===== src/irs_defs.svh =====
// Constants for the index-register instruction sequencer
`ifndef IRS_DEFS_SVH
`define IRS_DEFS_SVH
// ==========================================
// Instruction fields
`define IRS_FUNC_LSB 9
`define IRS_FUNC_W 4
`define IRS_DESIG_LSB 7
`define IRS_DESIG_W 2
`define IRS_LOW_W 9
`define IRS_WORD_W 15
`define IRS_UP_W 6
// ==========================================
// Function and designator codes
`define IRS_F_INDEX 4'h6
`define IRS_F_STORE 4'h7
`define IRS_J_SUB 2'h1
`define IRS_J_ENTER 2'h2
`define IRS_J_CMP 2'h3
`define IRS_J_CLEAR 2'h0
`define IRS_J_STORE 2'h1
`define IRS_J_RJUMP 2'h2
// ==========================================
// Index location and reset values
`define IRS_INDEX_ADDR 9'h000
`define IRS_ZERO_WORD 15'h0000
// ==========================================
// Timing
`define IRS_ADDER_SETTLE_NS 10
`define IRS_CLK_NS 5
`define IRS_SETTLE_CYC \
    ((`IRS_ADDER_SETTLE_NS + `IRS_CLK_NS - 1) / `IRS_CLK_NS)
`endif


===== src/irs_pkg.sv =====
// Types shared by the index-register instruction sequencer
package irs_pkg;
    // ==========================================
    // Phase codes, one-hot
    typedef enum logic [5:0] {
        IRS_IDLE  = 6'b000001,
        IRS_OPER  = 6'b000010,
        IRS_OWAIT = 6'b000100,
        IRS_ARITH = 6'b001000,
        IRS_STORE = 6'b010000,
        IRS_SWAIT = 6'b100000
    } irs_phase_t;

    // Memory request toward the core memory
    typedef struct packed {
        logic initiate;
        logic [8:0] addr;
        logic inhLower;
        logic inhUpper;
        logic [14:0] writeData;
    } irs_mem_req_t;

    // Instruction and program counter from fetch
    typedef struct packed {
        logic [14:0] instr;
        logic [8:0] progCount;
    } irs_instr_t;
endpackage


===== src/irs_word_mux.sv =====
// Read-data merge honouring half inhibits
`timescale 1ns/10ps
module irs_word_mux (
    // Memory read data and inhibits
    input wire logic [14:0] readData,
    input wire logic inhLower,
    input wire logic inhUpper,
    input wire logic [14:0] held,
    // Merged word
    output logic [14:0] merged
);
    // Inhibited halves keep the held value
    assign merged = {inhUpper ? held[14:9] : readData[14:9],
                     inhLower ? held[8:0] : readData[8:0]};
endmodule


===== src/irs_incr.sv =====
// Address-path plus zero or one incrementer
`timescale 1ns/10ps
module irs_incr (
    // Operand and select
    input wire logic [8:0] value,
    input wire logic addOne,
    // Result
    output logic [8:0] result
);
    assign result = value + {8'h00, addOne};
endmodule


===== src/index_register_instruction_sequencer.sv =====
// Sequencer for index, clear-location and return-jump instructions
`timescale 1ns/10ps
`include "irs_defs.svh"
module index_register_instruction_sequencer (
    // Clock and reset
    input wire logic clk,
    input wire logic reset_n,
    // Fetch side
    input wire logic start,
    input wire irs_pkg::irs_instr_t fetch,
    // Core memory
    output irs_pkg::irs_mem_req_t memReq,
    input wire logic memDone,
    input wire logic [14:0] memReadData,
    // Results
    output logic busy,
    output logic done,
    output logic skipFlag,
    output logic [8:0] newProgCount,
    output logic progCountLoad,
    output logic [14:0] indexValue,
    output logic incrementSelectFlag
);
    import irs_pkg::*;

    // ==========================================
    // Reset synchroniser
    logic rstMeta_r;
    logic rstSync_r;
    always_ff @(posedge clk or negedge reset_n) begin
        if (!reset_n) begin
            rstMeta_r <= 1'b0;
            rstSync_r <= 1'b0;
        end else begin
            rstMeta_r <= 1'b1;
            rstSync_r <= rstMeta_r;
        end
    end

    // ==========================================
    // Instruction decode
    logic [14:0] instr_r;
    logic [8:0] progCount_r;
    wire [3:0] func = instr_r[`IRS_FUNC_LSB +: `IRS_FUNC_W];
    wire [1:0] desig = instr_r[`IRS_DESIG_LSB +: `IRS_DESIG_W];
    wire [8:0] lowBits = instr_r[`IRS_LOW_W-1:0];
    wire isSub = func == `IRS_F_INDEX && desig == `IRS_J_SUB;
    wire isEnter = func == `IRS_F_INDEX && desig == `IRS_J_ENTER;
    wire isCmp = func == `IRS_F_INDEX && desig == `IRS_J_CMP;
    wire isStoreX = func == `IRS_F_STORE && desig == `IRS_J_STORE;
    wire isClear = func == `IRS_F_STORE && desig == `IRS_J_CLEAR;
    wire isRjump = func == `IRS_F_STORE && desig == `IRS_J_RJUMP;
    wire known = isSub | isEnter | isCmp | isStoreX | isClear | isRjump;
    wire fdec = func == `IRS_F_INDEX || func == `IRS_F_STORE;
    wire fdecStart = fetch.instr[`IRS_FUNC_LSB +: `IRS_FUNC_W] ==
                     `IRS_F_INDEX ||
                     fetch.instr[`IRS_FUNC_LSB +: `IRS_FUNC_W] ==
                     `IRS_F_STORE;
    // Return jump has no operand reference, so fetch goes straight to store
    wire fetchRjump = fetch.instr[`IRS_FUNC_LSB +: `IRS_FUNC_W] ==
                      `IRS_F_STORE &&
                      fetch.instr[`IRS_DESIG_LSB +: `IRS_DESIG_W] ==
                      `IRS_J_RJUMP;

    // ==========================================
    // Registers
    irs_phase_t phase_r;
    irs_phase_t phase_nxt;
    logic [14:0] xchg_r;   // exchange register
    logic [14:0] opnd_r;   // adder operand register
    logic [14:0] mdr_r;    // memory data register
    logic [8:0] addr_r;
    logic inhL_r;
    logic inhU_r;
    logic init_r;
    logic skip_r;
    logic incSel_r;
    logic [14:0] index_r;
    logic done_r;
    logic pcLoad_r;
    logic [8:0] pcNew_r;
    logic [1:0] settle_r;

    // ==========================================
    // Datapath helpers
    wire [14:0] diff = xchg_r + opnd_r + 15'h0001;
    wire [14:0] sum = xchg_r + opnd_r;
    wire equal = diff == `IRS_ZERO_WORD;
    wire [14:0] mergedRead;
    wire [8:0] incOut;
    // Carry out of the low nine bits reaches the upper index bits
    wire idxCarry = incSel_r && xchg_r[8:0] == 9'h1ff;

    irs_word_mux u_merge (
        .readData(memReadData),
        .inhLower(inhL_r),
        .inhUpper(inhU_r),
        .held(mdr_r),
        .merged(mergedRead)
    );

    // Incrementer feeds index increment and return-jump target
    irs_incr u_incr (
        .value(isRjump ? addr_r : xchg_r[8:0]),
        .addOne(incSel_r),
        .result(incOut)
    );

    // Clear of the increment flag: upper designator bit low, 0X, not fetching
    wire incClear = !desig[1] && !func[3] && phase_r != IRS_IDLE;

    // ==========================================
    // Phase sequencing
    wire settled = settle_r == 2'(`IRS_SETTLE_CYC);
    always_comb begin
        phase_nxt = phase_r;
        case (phase_r)
            IRS_IDLE: begin
                if (start && fdecStart) begin
                    phase_nxt = fetchRjump ? IRS_STORE : IRS_OPER;
                end
            end
            IRS_OPER: begin
                if (!known) begin
                    phase_nxt = IRS_IDLE;
                end else begin
                    phase_nxt = IRS_OWAIT;
                end
            end
            IRS_OWAIT: begin
                if (memDone) begin
                    phase_nxt = IRS_ARITH;
                end
            end
            IRS_ARITH: begin
                if (settled) begin
                    phase_nxt = (isCmp && equal) ? IRS_IDLE : IRS_STORE;
                end
            end
            IRS_STORE: phase_nxt = IRS_SWAIT;
            IRS_SWAIT: begin
                if (memDone) begin
                    phase_nxt = IRS_IDLE;
                end
            end
            default: phase_nxt = IRS_IDLE;
        endcase
    end

    always_ff @(posedge clk or negedge rstSync_r) begin
        if (!rstSync_r) begin
            phase_r <= IRS_IDLE;
        end else begin
            phase_r <= phase_nxt;
        end
    end

    // Settle counter gives the adder time before results are taken
    always_ff @(posedge clk or negedge rstSync_r) begin
        if (!rstSync_r) begin
            settle_r <= 2'h0;
        end else if (phase_r != IRS_ARITH) begin
            settle_r <= 2'h0;
        end else if (!settled) begin
            settle_r <= settle_r + 2'h1;
        end
    end

    // ==========================================
    // Instruction capture and increment flag
    always_ff @(posedge clk or negedge rstSync_r) begin
        if (!rstSync_r) begin
            instr_r <= `IRS_ZERO_WORD;
            progCount_r <= 9'h000;
            incSel_r <= 1'b1;
        end else if (phase_r == IRS_IDLE && start && fdecStart) begin
            instr_r <= fetch.instr;
            progCount_r <= fetch.progCount;
            incSel_r <= 1'b1;
        end else if (phase_r == IRS_OPER && isStoreX && incClear) begin
            incSel_r <= 1'b0;
        end
    end

    // ==========================================
    // Memory command generation
    wire startOper = phase_r == IRS_OPER && known;
    wire startStore = phase_r == IRS_STORE;
    wire operIsIndex = isSub | isCmp | isStoreX; // index read
    wire idxWrite = isSub | isCmp | isEnter;
    wire [8:0] storeAddr = idxWrite ? `IRS_INDEX_ADDR :
                           isRjump ? lowBits : sum[8:0];
    always_ff @(posedge clk or negedge rstSync_r) begin
        if (!rstSync_r) begin
            init_r <= 1'b0;
            addr_r <= 9'h000;
            inhL_r <= 1'b0;
            inhU_r <= 1'b0;
        end else begin
            init_r <= startOper | startStore;
            if (startOper) begin
                addr_r <= operIsIndex ? `IRS_INDEX_ADDR : lowBits;
                inhL_r <= 1'b0;
                inhU_r <= 1'b0;
            end else if (startStore) begin
                addr_r <= storeAddr;
                inhL_r <= 1'b1;
                inhU_r <= !isRjump;
            end
        end
    end

    // ==========================================
    // Register transfers
    always_ff @(posedge clk or negedge rstSync_r) begin
        if (!rstSync_r) begin
            xchg_r <= `IRS_ZERO_WORD;
            opnd_r <= `IRS_ZERO_WORD;
            mdr_r <= `IRS_ZERO_WORD;
        end else if (startOper) begin
            mdr_r <= `IRS_ZERO_WORD;
            // Compare and subtract prepare the complemented operand
            opnd_r <= (isSub | isCmp) ? {6'h00, ~lowBits} | 15'h7e00 :
                      `IRS_ZERO_WORD;
            xchg_r <= {6'h00, lowBits};
        end else if (phase_r == IRS_OWAIT && memDone) begin
            if (isStoreX || isClear) begin
                // Low nine keep the address; memory data retained
                xchg_r <= {memReadData[14:9], xchg_r[8:0]};
                mdr_r <= memReadData;
            end else begin
                xchg_r <= memReadData;
            end
        end else if (phase_r == IRS_ARITH && settled) begin
            if (isSub) begin
                opnd_r <= diff;
            end else if (isCmp) begin
                opnd_r <= {xchg_r[14:9] + {5'h00, idxCarry}, incOut};
            end else if (isEnter) begin
                opnd_r <= xchg_r;
            end
        end else if (startStore) begin
            if (isClear) begin
                mdr_r <= `IRS_ZERO_WORD;
            end else if (isRjump) begin
                mdr_r <= {6'h00, progCount_r};
            end else if (idxWrite) begin
                mdr_r <= opnd_r;
            end
        end else if (phase_r == IRS_SWAIT && memDone) begin
            // Only halves that were not inhibited take the read word
            mdr_r <= mergedRead;
        end
    end

    // ==========================================
    // Skip, index copy, program counter
    wire finishing = phase_r == IRS_SWAIT && memDone;
    always_ff @(posedge clk or negedge rstSync_r) begin
        if (!rstSync_r) begin
            skip_r <= 1'b0;
            index_r <= `IRS_ZERO_WORD;
            done_r <= 1'b0;
            pcLoad_r <= 1'b0;
            pcNew_r <= 9'h000;
        end else begin
            done_r <= finishing || (phase_r == IRS_ARITH && settled &&
                      isCmp && equal) || (phase_r == IRS_OPER && !known);
            pcLoad_r <= finishing && isRjump;
            if (phase_r == IRS_IDLE && start && fdecStart) begin
                skip_r <= 1'b0;
            end else if (phase_r == IRS_ARITH && settled && isCmp &&
                         equal) begin
                skip_r <= 1'b1;
            end
            if (finishing && addr_r == `IRS_INDEX_ADDR) begin
                index_r <= mdr_r;
            end
            if (finishing && isRjump) begin
                pcNew_r <= incOut;
            end
        end
    end

    // ==========================================
    // Outputs
    assign memReq.initiate = init_r;
    assign memReq.addr = addr_r;
    assign memReq.inhLower = inhL_r;
    assign memReq.inhUpper = inhU_r;
    assign memReq.writeData = mdr_r;
    assign busy = phase_r != IRS_IDLE;
    assign done = done_r;
    assign skipFlag = skip_r;
    assign newProgCount = pcNew_r;
    assign progCountLoad = pcLoad_r;
    assign indexValue = index_r;
    assign incrementSelectFlag = incSel_r;
endmodule


===== config.mk =====
export PLATFORM = sky130hd
export DESIGN_NAME = index_register_instruction_sequencer
export DESIGN_NICKNAME = d
export VERILOG_FILES = /design/src/irs_pkg.sv /design/src/irs_word_mux.sv /design/src/irs_incr.sv /design/src/index_register_instruction_sequencer.sv
export VERILOG_INCLUDE_DIRS = /design/src
export SDC_FILE = /design/constraint.sdc
export NUM_CORES = 1
export LEC_CHECK = 0
export ABC_AREA = 1
export BUFFER_PORTS_ARGS = -buffer_cell sky130_fd_sc_hd__buf_2
export CAP_MARGIN = 0
export CORE_MARGIN = 4
export CORE_UTILIZATION = 53
export CTS_CLUSTER_DIAMETER = 30
export DETAILED_ROUTE_END_ITERATION = 6
export PLACE_DENSITY = 0.77
export SLEW_MARGIN = 20
export SYNTH_ARGS = -nofsm -noshare
export SYNTH_HDL_FRONTEND = slang
export SYNTH_HIERARCHICAL = 1
export SYNTH_SLANG_ARGS = --single-unit

===== constraint.sdc =====
create_clock -name clk -period 3.2 [get_ports clk]
set_input_delay 0.16 -clock clk [delete_from_list [all_inputs] [get_ports clk]]
set_output_delay 0.16 -clock clk [all_outputs]
set_load 0.02 [all_outputs]

==> results of run 1 <==
==> state kept, by name, summed over array words and instances (netlist names) <==
signal	count
addr_r	9
inhU_r	1
phase_r	6
xchg_r	15
skipFlag	1
progCount_r	9
progCountLoad	1
inhL_r	1
settle_r	2
instr_r	13
indexValue	15
opnd_r	15
incrementSelectFlag	1
init_r	1
rstMeta_r	1
newProgCount	9
mdr_r	15
rstSync_r	1
done	1
==> routing by layer <==
| metal | track usage (%) | share of wire (%) |
|---|---|---|
| met2 | 47.53 | 45 |
| met3 | 6.884 | 7.8 |
| met4 | 11.92 | 4.2 |
| met1 | 39.83 | 43 |
| met5 | 0 | 0.046 |
==> cells in the final DEF, fill, tap and decap left out, drive strengths merged, types with 16 or more instances in the layout <==
cell         instances
o22ai               22
o21ai              107
clkbuf              18
nand3               71
nand2              354
inv                177
dfrtp              115
ha                  21
nor2                84
a22oi               16
dlygate4sd3         16
buf                116
==> where the power goes <==
part / total [mW] / internal, mW / switching (mW)
clock network: 2.05 / 1.31 / 0.734
registers: 2.21 / 1.84 / 0.372
logic: 4.81 / 1.55 / 3.26
total: 9.07 / 4.71 / 4.36
==> worst max-delay path: cells and delay by family (launching register included) <==
family                     cells  cell delay (ps)
DFF                            1              450
and+or+nand+nor                9             1010
xor gates and xnor gates       1              190
buffers and inverters          3              230
adders and majority gates      3              910
AOI/OAI and AO/OA              1               50
==> worst max-delay path by stage <==
stage	end	startpoint
3_3_place_gp	phase_r[4]	xchg_r[0]
6_report	phase_r[4]	xchg_r[0]
4_1_cts	phase_r[4]	xchg_r[0]
5_1_grt	phase_r[4]	xchg_r[0]
2_1_floorplan	phase_r[4]	xchg_r[0]
3_5_place_dp	phase_r[4]	xchg_r[0]
==> cells by family (layout without fill, tap and decap cells) <==
group	after synthesis	after routing	share of synthesized area [%]
DFF	117	117	37.67
buffers and inverters	207	337	10.57
and+or+nand+nor	539	539	31.38
other	1	1	0.04821
adders and majority gates	22	22	3.635
AOI/OAI and AO/OA	197	197	15.25
xor gates and xnor gates	12	12	1.448
==> layout make-up <==
cell class	count	area, sq um	share of cell area [%]
Multi-Input combinational cell	771	4054	43.57
Sequential cell	117	2934	31.54
Timing Repair Buffer	132	803.3	8.634
Inverter	173	651.9	7.006
Clock buffer	18	429.2	4.613
Tap cell	184	230.2	2.474
Clock inverter	14	201.4	2.165
==> what timing repair did <==
| item | in CTS | in global routing |
|---|---|---|
| hold buffers | 16 | 0 |
| endpoints found under the setup margin | 0 | 18 |
| gates resized for setup | 0 | 5 |
| endpoints found under the hold margin | 17 | 0 |
==> reports/results.ini, run 1 <==
[clock_tree]
cts_root_buf=clkbuf_16
path_clk_slew_ps=60
tritoncts=built
clk_latency_ps=420
post_cts_buffers=0
cts-htree-levels=4
cts_sinks=117
cts_inserted_buffers=17
clk_path_buf_depth=2

[die]
num_rows=44
dieArea_sq_um=16680
die_width_microns=129.1
start_util_pct=53.72
core_sq_um=14480
die_y_microns=129.1
io_pins=99

[finish]
area_delta_synth_final_pct=19.61
fillers=1313
final_net_count=1277
drive_gt1_share_pct=19.84
n_antenna_cell=0
final_area_sq_um=9304
stdcell_count=1409
finish.utilization_pct=64.26

[setup_path]
crit-reg2reg-launch=xchg_r[0]
startpoint_type=flop
critPathMaxFanout=4
crit_path_end_kind=flop
slowest_stage=fa_2
worstPathCellList=ha_4, inv_1, fa_2, inv_1, ha_1, inv_1, nor2_2, nand3_2, nor2_4, xor2_2, nand2_1, nor2_1, nand2_1, nor2_2, nand2_1, nand2_1, a21oi_2
r2r_end=phase_r[4]
critical_path.max_stage_delay_ps=480
crit_type=flop to flop
path_common_cell=nand2_1
worstPathArrival_ps=3230
cp_data_required_time_ps=3490
reg2reg_depth=17
rrSetupSlack_ps=260

[routing]
vias=7685
ant_nets=0
drcViolationCount=0
viasPerCell=5.454
wl_per_cell_microns=16.90
drt_pass1_iterations=5
wirelength_mm=23.81
drt-initial-drc-count=607

[global_routing]
globalRoute.totalOverflow=0
grt_usage_pct=29.91
grt_max_degree=68
antenna_found_initial=1
grt_pass1_vias=7544
grt_first_pass_wirelength_mm=38.89

[timing]
whs_ps=3.158
timing.final.ws_setup_ps=261.7
worstMarginPinSlew_ps=962.8
skew_ps=8.145
timing.fmax_mhz=340.3
period_needed_ps=2938
slew_headroom_pct=35.82
finalSetupViolations=0
hold_viol=0
timing.final.crit_share_pct=91.82
rsz0062_at_grt=no
setup_tns_ps=0
timing.final.max_slew_violations=0

[power]
power_mw=9.071
ir_worst_vdd_v=0.0004797
leakagePower_nw=4.981
p_per_area_nw_per_um2=974.9

[synth]
ys_types=52
yosysWarnings=6
synth_fp_nets=1160
syn-instance-count=1095
yosys-top-cells-count=332 x nand2_1, 152 x inv_1, 115 x dfrtp_1
netlist_area_sq_um=7779
synth_edf_count=0
async_flop_share_pct=100.0
yosysMostFrequentCell=nand2_1
synth_top_area_cell=dfrtp_1
synth_top_cell_area_share_pct=37.00
yosys_most_used_dff=dfrtp_1
synth_area_leaders=dfrtp_1 37%, nand2_1 16%, inv_1 7.3%, o21ai_0 5.6%, nand3_1 3.7%
seq_area_frac_synth_pct=37.67
ys_ff_latch=117
avgSynthCellArea_sq_um=7.104

[worst_hold_path]
worstHoldEndpoint=instr_r[6]
hp-start=fetch[15]
holdPathStages=3
hold_class=primary input to flop

[job]
cap_violations=0

[placed_design]
placedCellCount=1361
gp_congestion=0.9840
portBuffers=96
place_ws_ps=198.9
dpl_cell_area_sq_um=8486
dp_hpwl_mm=18.32

[run_status]
status=finished clean

Note: power is estimated with default switching activity, not from simulation.
==> run 2: changes to the inputs <==
--- a/config.mk
+++ b/config.mk
@@ -16,3 +16,3 @@
 export PLACE_DENSITY = 0.77
-export SLEW_MARGIN = 20
+export SLEW_MARGIN = 0
 export SYNTH_ARGS = -nofsm -noshare
==> constraint.sdc (replaced) <==
create_clock -name clk -period 3.2 [get_ports clk]
set_input_delay 0.8 -clock clk [delete_from_list [all_inputs] [get_ports clk]]
set_output_delay 0.8 -clock clk [all_outputs]
set_load 0.02 [all_outputs]
==> run 2 against run 1 <==
  * Via count fell by 0.79%
  * Critical path type unchanged
  * Non-clock buffer count is 16 lower
  * Core utilization down 1.7 points
  * Setup slack worse by 60 ps
  * Clock power is 11% lower
  * Total power shrank 3.1%
  * Hold slack improved by 150 ps
  * Largest cell class unchanged
  * Fmax fell by 2.0%
  * Sequential share of layout area rose by 0.83 points
  * Largest power group unchanged
  * Sequential power barely moved
==> reports/results.ini, run 2 (same netlist as run 1, synthesis figures left out) <==
[timing]
rsz0062_at_grt=no
skew_ps=7.071
period_needed_ps=2999
worstMarginPinSlew_ps=601.4
hold_viol=0
timing.fmax_mhz=333.5
timing.final.max_slew_violations=0
finalSetupViolations=0
setup_tns_ps=0
timing.final.crit_share_pct=93.71
slew_headroom_pct=59.54

[die]
core_sq_um=14480
start_util_pct=53.72
num_rows=44
die_y_microns=129.1
dieArea_sq_um=16680
io_pins=99
die_width_microns=129.1

[routing]
wirelength_mm=23.07
drcViolationCount=0
drt-initial-drc-count=615
viasPerCell=5.473
drt_pass1_iterations=5
ant_nets=0
vias=7624
wl_per_cell_microns=16.56

[clock_tree]
cts-htree-levels=4
cts_root_buf=clkbuf_16
cts_inserted_buffers=17
tritoncts=built
path_clk_slew_ps=60
cts_sinks=117
clk_latency_ps=410
post_cts_buffers=0
clk_path_buf_depth=2

[power]
intPower_mw=4.506
swShare_pct=48.73
p_clk_share_pct=20.7
power_mw=8.788
power_frac_seq_pct=25.2
ir_worst_vdd_v=0.0005004
p_per_area_nw_per_um2=969.5
share_comb_of_total_power_pct=54.1
leakagePower_nw=4.866
power.switching_mw=4.283

[global_routing]
globalRoute.totalOverflow=0
antenna_found_initial=1
grt_usage_pct=28.48
grt_pass1_vias=7105
grt_first_pass_wirelength_mm=36.86
grt_max_degree=73

[job]
cap_violations=0

[finish]
final_common_cell=nand2_1
drive_gt1_share_pct=19.93
area_delta_synth_final_pct=16.54
n_antenna_cell=0
final_cell_mix=332 x nand2_1, 151 x inv_1, 114 x dfrtp_1, 96 x buf_2, 87 x o21ai_0
final_net_count=1261

[setup_path]
critPathMaxFanout=4
worstPathArrival_ps=3350
crit_type=flop to flop
crit_path_end_kind=flop
startpoint_type=flop
rrSetupSlack_ps=200
cp_data_required_time_ps=3550

[placed_design]
portBuffers=96
gp_congestion=1.014
dp_hpwl_mm=18.10

[worst_hold_path]
hold_class=primary input to asynchronous set/reset pin

[run_status]
status=finished clean

## run 2: changes by cell type in the layout (fill, tap and decap cells not counted), moves of 2 or more
| cell | before | now |
|---|---|---|
| clkinv_2 | 1 | 3 |
| clkinv_4 | 3 | 1 |
| dlygate4sd3_1 | 16 | 0 |
| clkinvlp_4 | 2 | 6 |
| clkbuf_1 | 1 | 3 |
| bufinv_16 | 4 | 2 |
| inv_6 | 4 | 1 |
## run 2: metal layers
metal | vias to the layer above | part of all wire [%] | global-route usage (%) | wire, microns
met5 | - | 0.052 | 0 | 12
met4 | 2 | 3.0 | 10.01 | 682
met3 | 46 | 8.6 | 6.760 | 1990
met2 | 311 | 46 | 44.85 | 10590
met1 | 3507 | 42 | 38.73 | 9796
li1 | 3758 | - | - | -
## run 2: repair_timing
item	CTS	global route
setup endpoints to repair	0	16
hold buffers	0	0
resized for setup	0	4
## run 2: final cells by class
cell class,instances,area (sq um)
well taps,184,230.2
clock inverters,12,130.1
fillers,1333,5414
flip-flops and latches,117,2934
multi-input cells,771,4035
repair buffers,116,643.1
clock buffers,20,436.7
inverters,173,655.6
## run 2: power groups by stage
stage / combinational, mW / clock (mW) / sequential (mW)
floorplan: 3.32 / 0 / 2.26
global placement: 4.61 / 0 / 2.20
detailed placement: 4.68 / 0 / 2.21
CTS: 4.71 / 1.84 / 2.19
global route: 5.30 / 1.92 / 2.25
finish: 4.75 / 1.82 / 2.21
## run 2: stage by stage
| stage | worst slack, ps | cell area [sq um] | cells | utilization (%) | hold slack [ps] |
|---|---|---|---|---|---|
| floorplan | 550.3 | 7780 | 1095 | - | 331.1 |
| global placement | 278.5 | 8486 | 1361 | 58.61 | 338.3 |
| detailed placement | 220.0 | 8486 | 1361 | 58.61 | 342.8 |
| CTS | 198.7 | 9052 | 1393 | 62.52 | 155.7 |
| global route | 12.33 | 9065 | 1393 | 62.61 | 147.6 |
| finish | 201.3 | 9065 | 1393 | 62.61 | 158.0 |
## run 2: worst paths after layout
path / to / start / cells after the start
min in group clk: rstSync_r / rstMeta_r / 0
worst min-delay path: rstSync_r / reset_n / 1
max in group asynchronous: phase_r[0] / rstSync_r / 1
worst max register to register: done / xchg_r[0] / 18
worst max-delay path: done / xchg_r[0] / 18
worst min register to register: progCount_r[1] / rstSync_r / 0
## run 2: worst max-delay path, cell delays in order (launching register included)
cell     delay (ps)
dfrtp_1         400
ha_2            260
inv_1            70
fa_1            420
inv_1           150
nand3_1         110
nand2_1         150
nand2_1          90
nand3_1          70
nand2_1         180
nor2_2          190
nand3_2         110
nor2_4          130
nand3_2          70
nand2_2         110
inv_1            60
nor2_2          100
nand4_2         160
nand3_2         110
==> run 3: changes to the inputs <==
Settings changed: ABC_AREA 1 to not set.
==> run 3 against run 2 <==
  * The run now ends with negative setup slack left
  * Critical path depth is 4 lower
  * Clock-buffer cell count did not move
  * First-iteration DRC count down 5.0%
  * Cell area up 1.3%
  * Global-route usage down 0.89 points
  * Setup slack got worse by 270 ps
  * Die area fell by 6.1%
  * Area after synthesis shrank 6.5%
  * Clock skew is 1.1 ps lower
  * Wire length decreased by 5.5%
  * Largest cell class unchanged
  * Largest power group is now the clock network
==> reports/results.ini, run 3 <==
[setup_path]
critPathMaxFanout=4
worstPathArrival_ps=3620
crit_path_end_kind=flop
reg2reg_depth=14
crit_type=flop to flop
cp_data_required_time_ps=3550
startpoint_type=flop
crit-reg2reg-launch=opnd_r[0]
critPathLaunch=opnd_r[0]
rrSetupSlack_ps=-60
r2r_end=phase_r[0]

[clock_tree]
cts_sinks=117
cts_root_buf=clkbuf_16
path_clk_slew_ps=60
cts-htree-levels=4
clk_latency_ps=420
cts_inserted_buffers=17
clk_path_buf_depth=2
tritoncts=built

[synth]
ys_ff_latch=117
yosys_most_used_dff=dfrtp_1
synthAdderAreaFrac_pct=3.890
synth_edf_count=0
ys_types=81
yosysMostFrequentCell=dfrtp_1
synth_area_leaders=dfrtp_1 40%, mux2_2 7.9%, nand2_1 5.1%, o21ai_0 5.0%, ha_1 3.6%
synth_compound_area_share_pct=18.95
synth_top_family_by_area=compound AO/OA/AOI/OAI gates
async_flop_share_pct=100.0
synthMuxAreaShare_pct=12.93
avgSynthCellArea_sq_um=9.590
yosysWarnings=6
synth_top_cell_area_share_pct=39.59
synth_top_area_cell=dfrtp_1
netlist_area_sq_um=7269
synthSimpleGateAreaFrac_pct=16.42
seq_area_frac_synth_pct=40.31
yosys-top-cells-count=115 x dfrtp_1, 99 x nand2_1, 72 x o21ai_0
synth_fp_nets=823
synth_xor_area_share_pct=3.718
syn-instance-count=758

[routing]
viasPerCell=6.053
wl_met1_mm=8.956
ant_nets=0
drt-initial-drc-count=584
drt_pass1_iterations=6
wl_per_cell_microns=19.83
wl_met2_mm=10.69
drcViolationCount=0
top_layer_used=met4
vias=6658
wirelength_mm=21.81
met3_length_mm=1.284

[timing]
worstMarginPinSlew_ps=879.4
hold_viol=0
slew_headroom_pct=41.06
timing.final.crit_share_pct=102.0
rsz0062_at_grt=yes
timing.final.max_slew_violations=0
whs_ps=146.4
timing.final.ws_setup_ps=-64.07
timing.fmax_mhz=306.4
period_needed_ps=3264
finalSetupViolations=6
skew_ps=6.018
setup_tns_ps=-226.4

[placed_design]
portBuffers=96
gp_congestion=0.9646
dp_hpwl_mm=15.64
place_ws_ps=-132.1

[global_routing]
grt_first_pass_wirelength_mm=34.64
globalRoute.totalOverflow=0
antenna_found_initial=0
grt_pass1_vias=6598
grt_usage_pct=27.59
grt_max_degree=61

[finish]
final_net_count=976
finish.utilization_pct=68.81
area_delta_synth_final_pct=26.35
final_cell_mix=114 x dfrtp_1, 99 x nand2_1, 96 x buf_2, 79 x buf_4, 70 x o21ai_0
final_common_cell=dfrtp_1
drive_gt1_share_pct=35.17
fillers=1058
multiInputGateArea_sq_um=4263
n_antenna_cell=0
register_area_sq_um=2934

[die]
core_sq_um=13350
start_util_pct=54.46
die_width_microns=125.1
io_pins=99
die_y_microns=125.1
dieArea_sq_um=15650
num_rows=42

[power]
power_mw=4.203
leakagePower_nw=4.464
p_per_area_nw_per_um2=457.6
ir_worst_vdd_v=0.0003765

[run_status]
status=finished, violations left
violations=negative setup slack

[worst_hold_path]
hold_class=primary input to asynchronous set/reset pin

[job]
cap_violations=0

==> run 3: how the worst max path moves through the flow <==
stage / endpoint / slack [ps] / depth (start not counted)
3_5_place_dp: phase_r[4] / -130 / 13
6_report: phase_r[0] / -60 / 14
3_3_place_gp: phase_r[4] / -50 / 14
4_1_cts: phase_r[4] / -0.7 / 13
2_1_floorplan: opnd_r[8] / -40 / 15
5_1_grt: phase_r[0] / -260 / 14
==> run 3: kinds of logic after synthesis <==
| kind of cell | count (synthesis) |
|---|---|
| fa+ha+maj | 22 |
| compound gates | 203 |
| simple gates | 241 |
| buf+inv | 64 |
| other cells | 1 |
| flops | 117 |
| mux | 80 |
| xor+xnor | 30 |
==> run 3: layout make-up <==
cell class,count,area share [%]
repair buffers,178,12.15
inverters,20,0.8173
flip-flops and latches,117,31.94
clock buffers,20,4.863
multi-input cells,577,46.41
clock inverters,12,1.417
well taps,176,2.397
==> run 3: layer usage <==
layer / global-route usage [%] / vias to the layer above
li1: - / 3085
met1: 36.12 / 3230
met2: 44.99 / 278
met3: 4.648 / 65
met4: 12.82 / 0
met5: 0 / -
==> run 3: timing repair <==
action                                  4_1_cts  5_1_grt
hold buffers                                  0        0
resized for setup                            12       26
buffers inserted                              2        6
pin swaps                                    13       24
endpoints found under the setup margin        9        9
gates cloned                                  0        0
==> run 3: report_power, final <==
group          leakage (nW)  internal [mW]  switching [mW]  total (mW)
clock network         0.281           1.17           0.726        1.89
logic                  2.66          0.263           0.376       0.638
registers              1.52           1.57           0.105        1.67
==> run 3: worst max-delay path: stages, from the launching register on <==
cell	delay, ps
dfrtp_1	400
ha_4	180
inv_2	50
fa_2	360
nand2b_4	170
a211oi_4	260
buf_6	150
o2111ai_2	100
o211ai_1	200
nand4_1	200
buf_4	200
nor4_4	320
xnor2_2	200
o2111ai_4	200
o22ai_2	200
==> run 3: metrics by stage <==
| step | instance area [sq um] | cells |
|---|---|---|
| 2_1_floorplan | 7273 | 758 |
| 3_3_place_gp | 8351 | 1060 |
| 3_5_place_dp | 8351 | 1060 |
| 4_1_cts | 9006 | 1094 |
| 5_1_grt | 9185 | 1100 |
| 6_report | 9185 | 1100 |
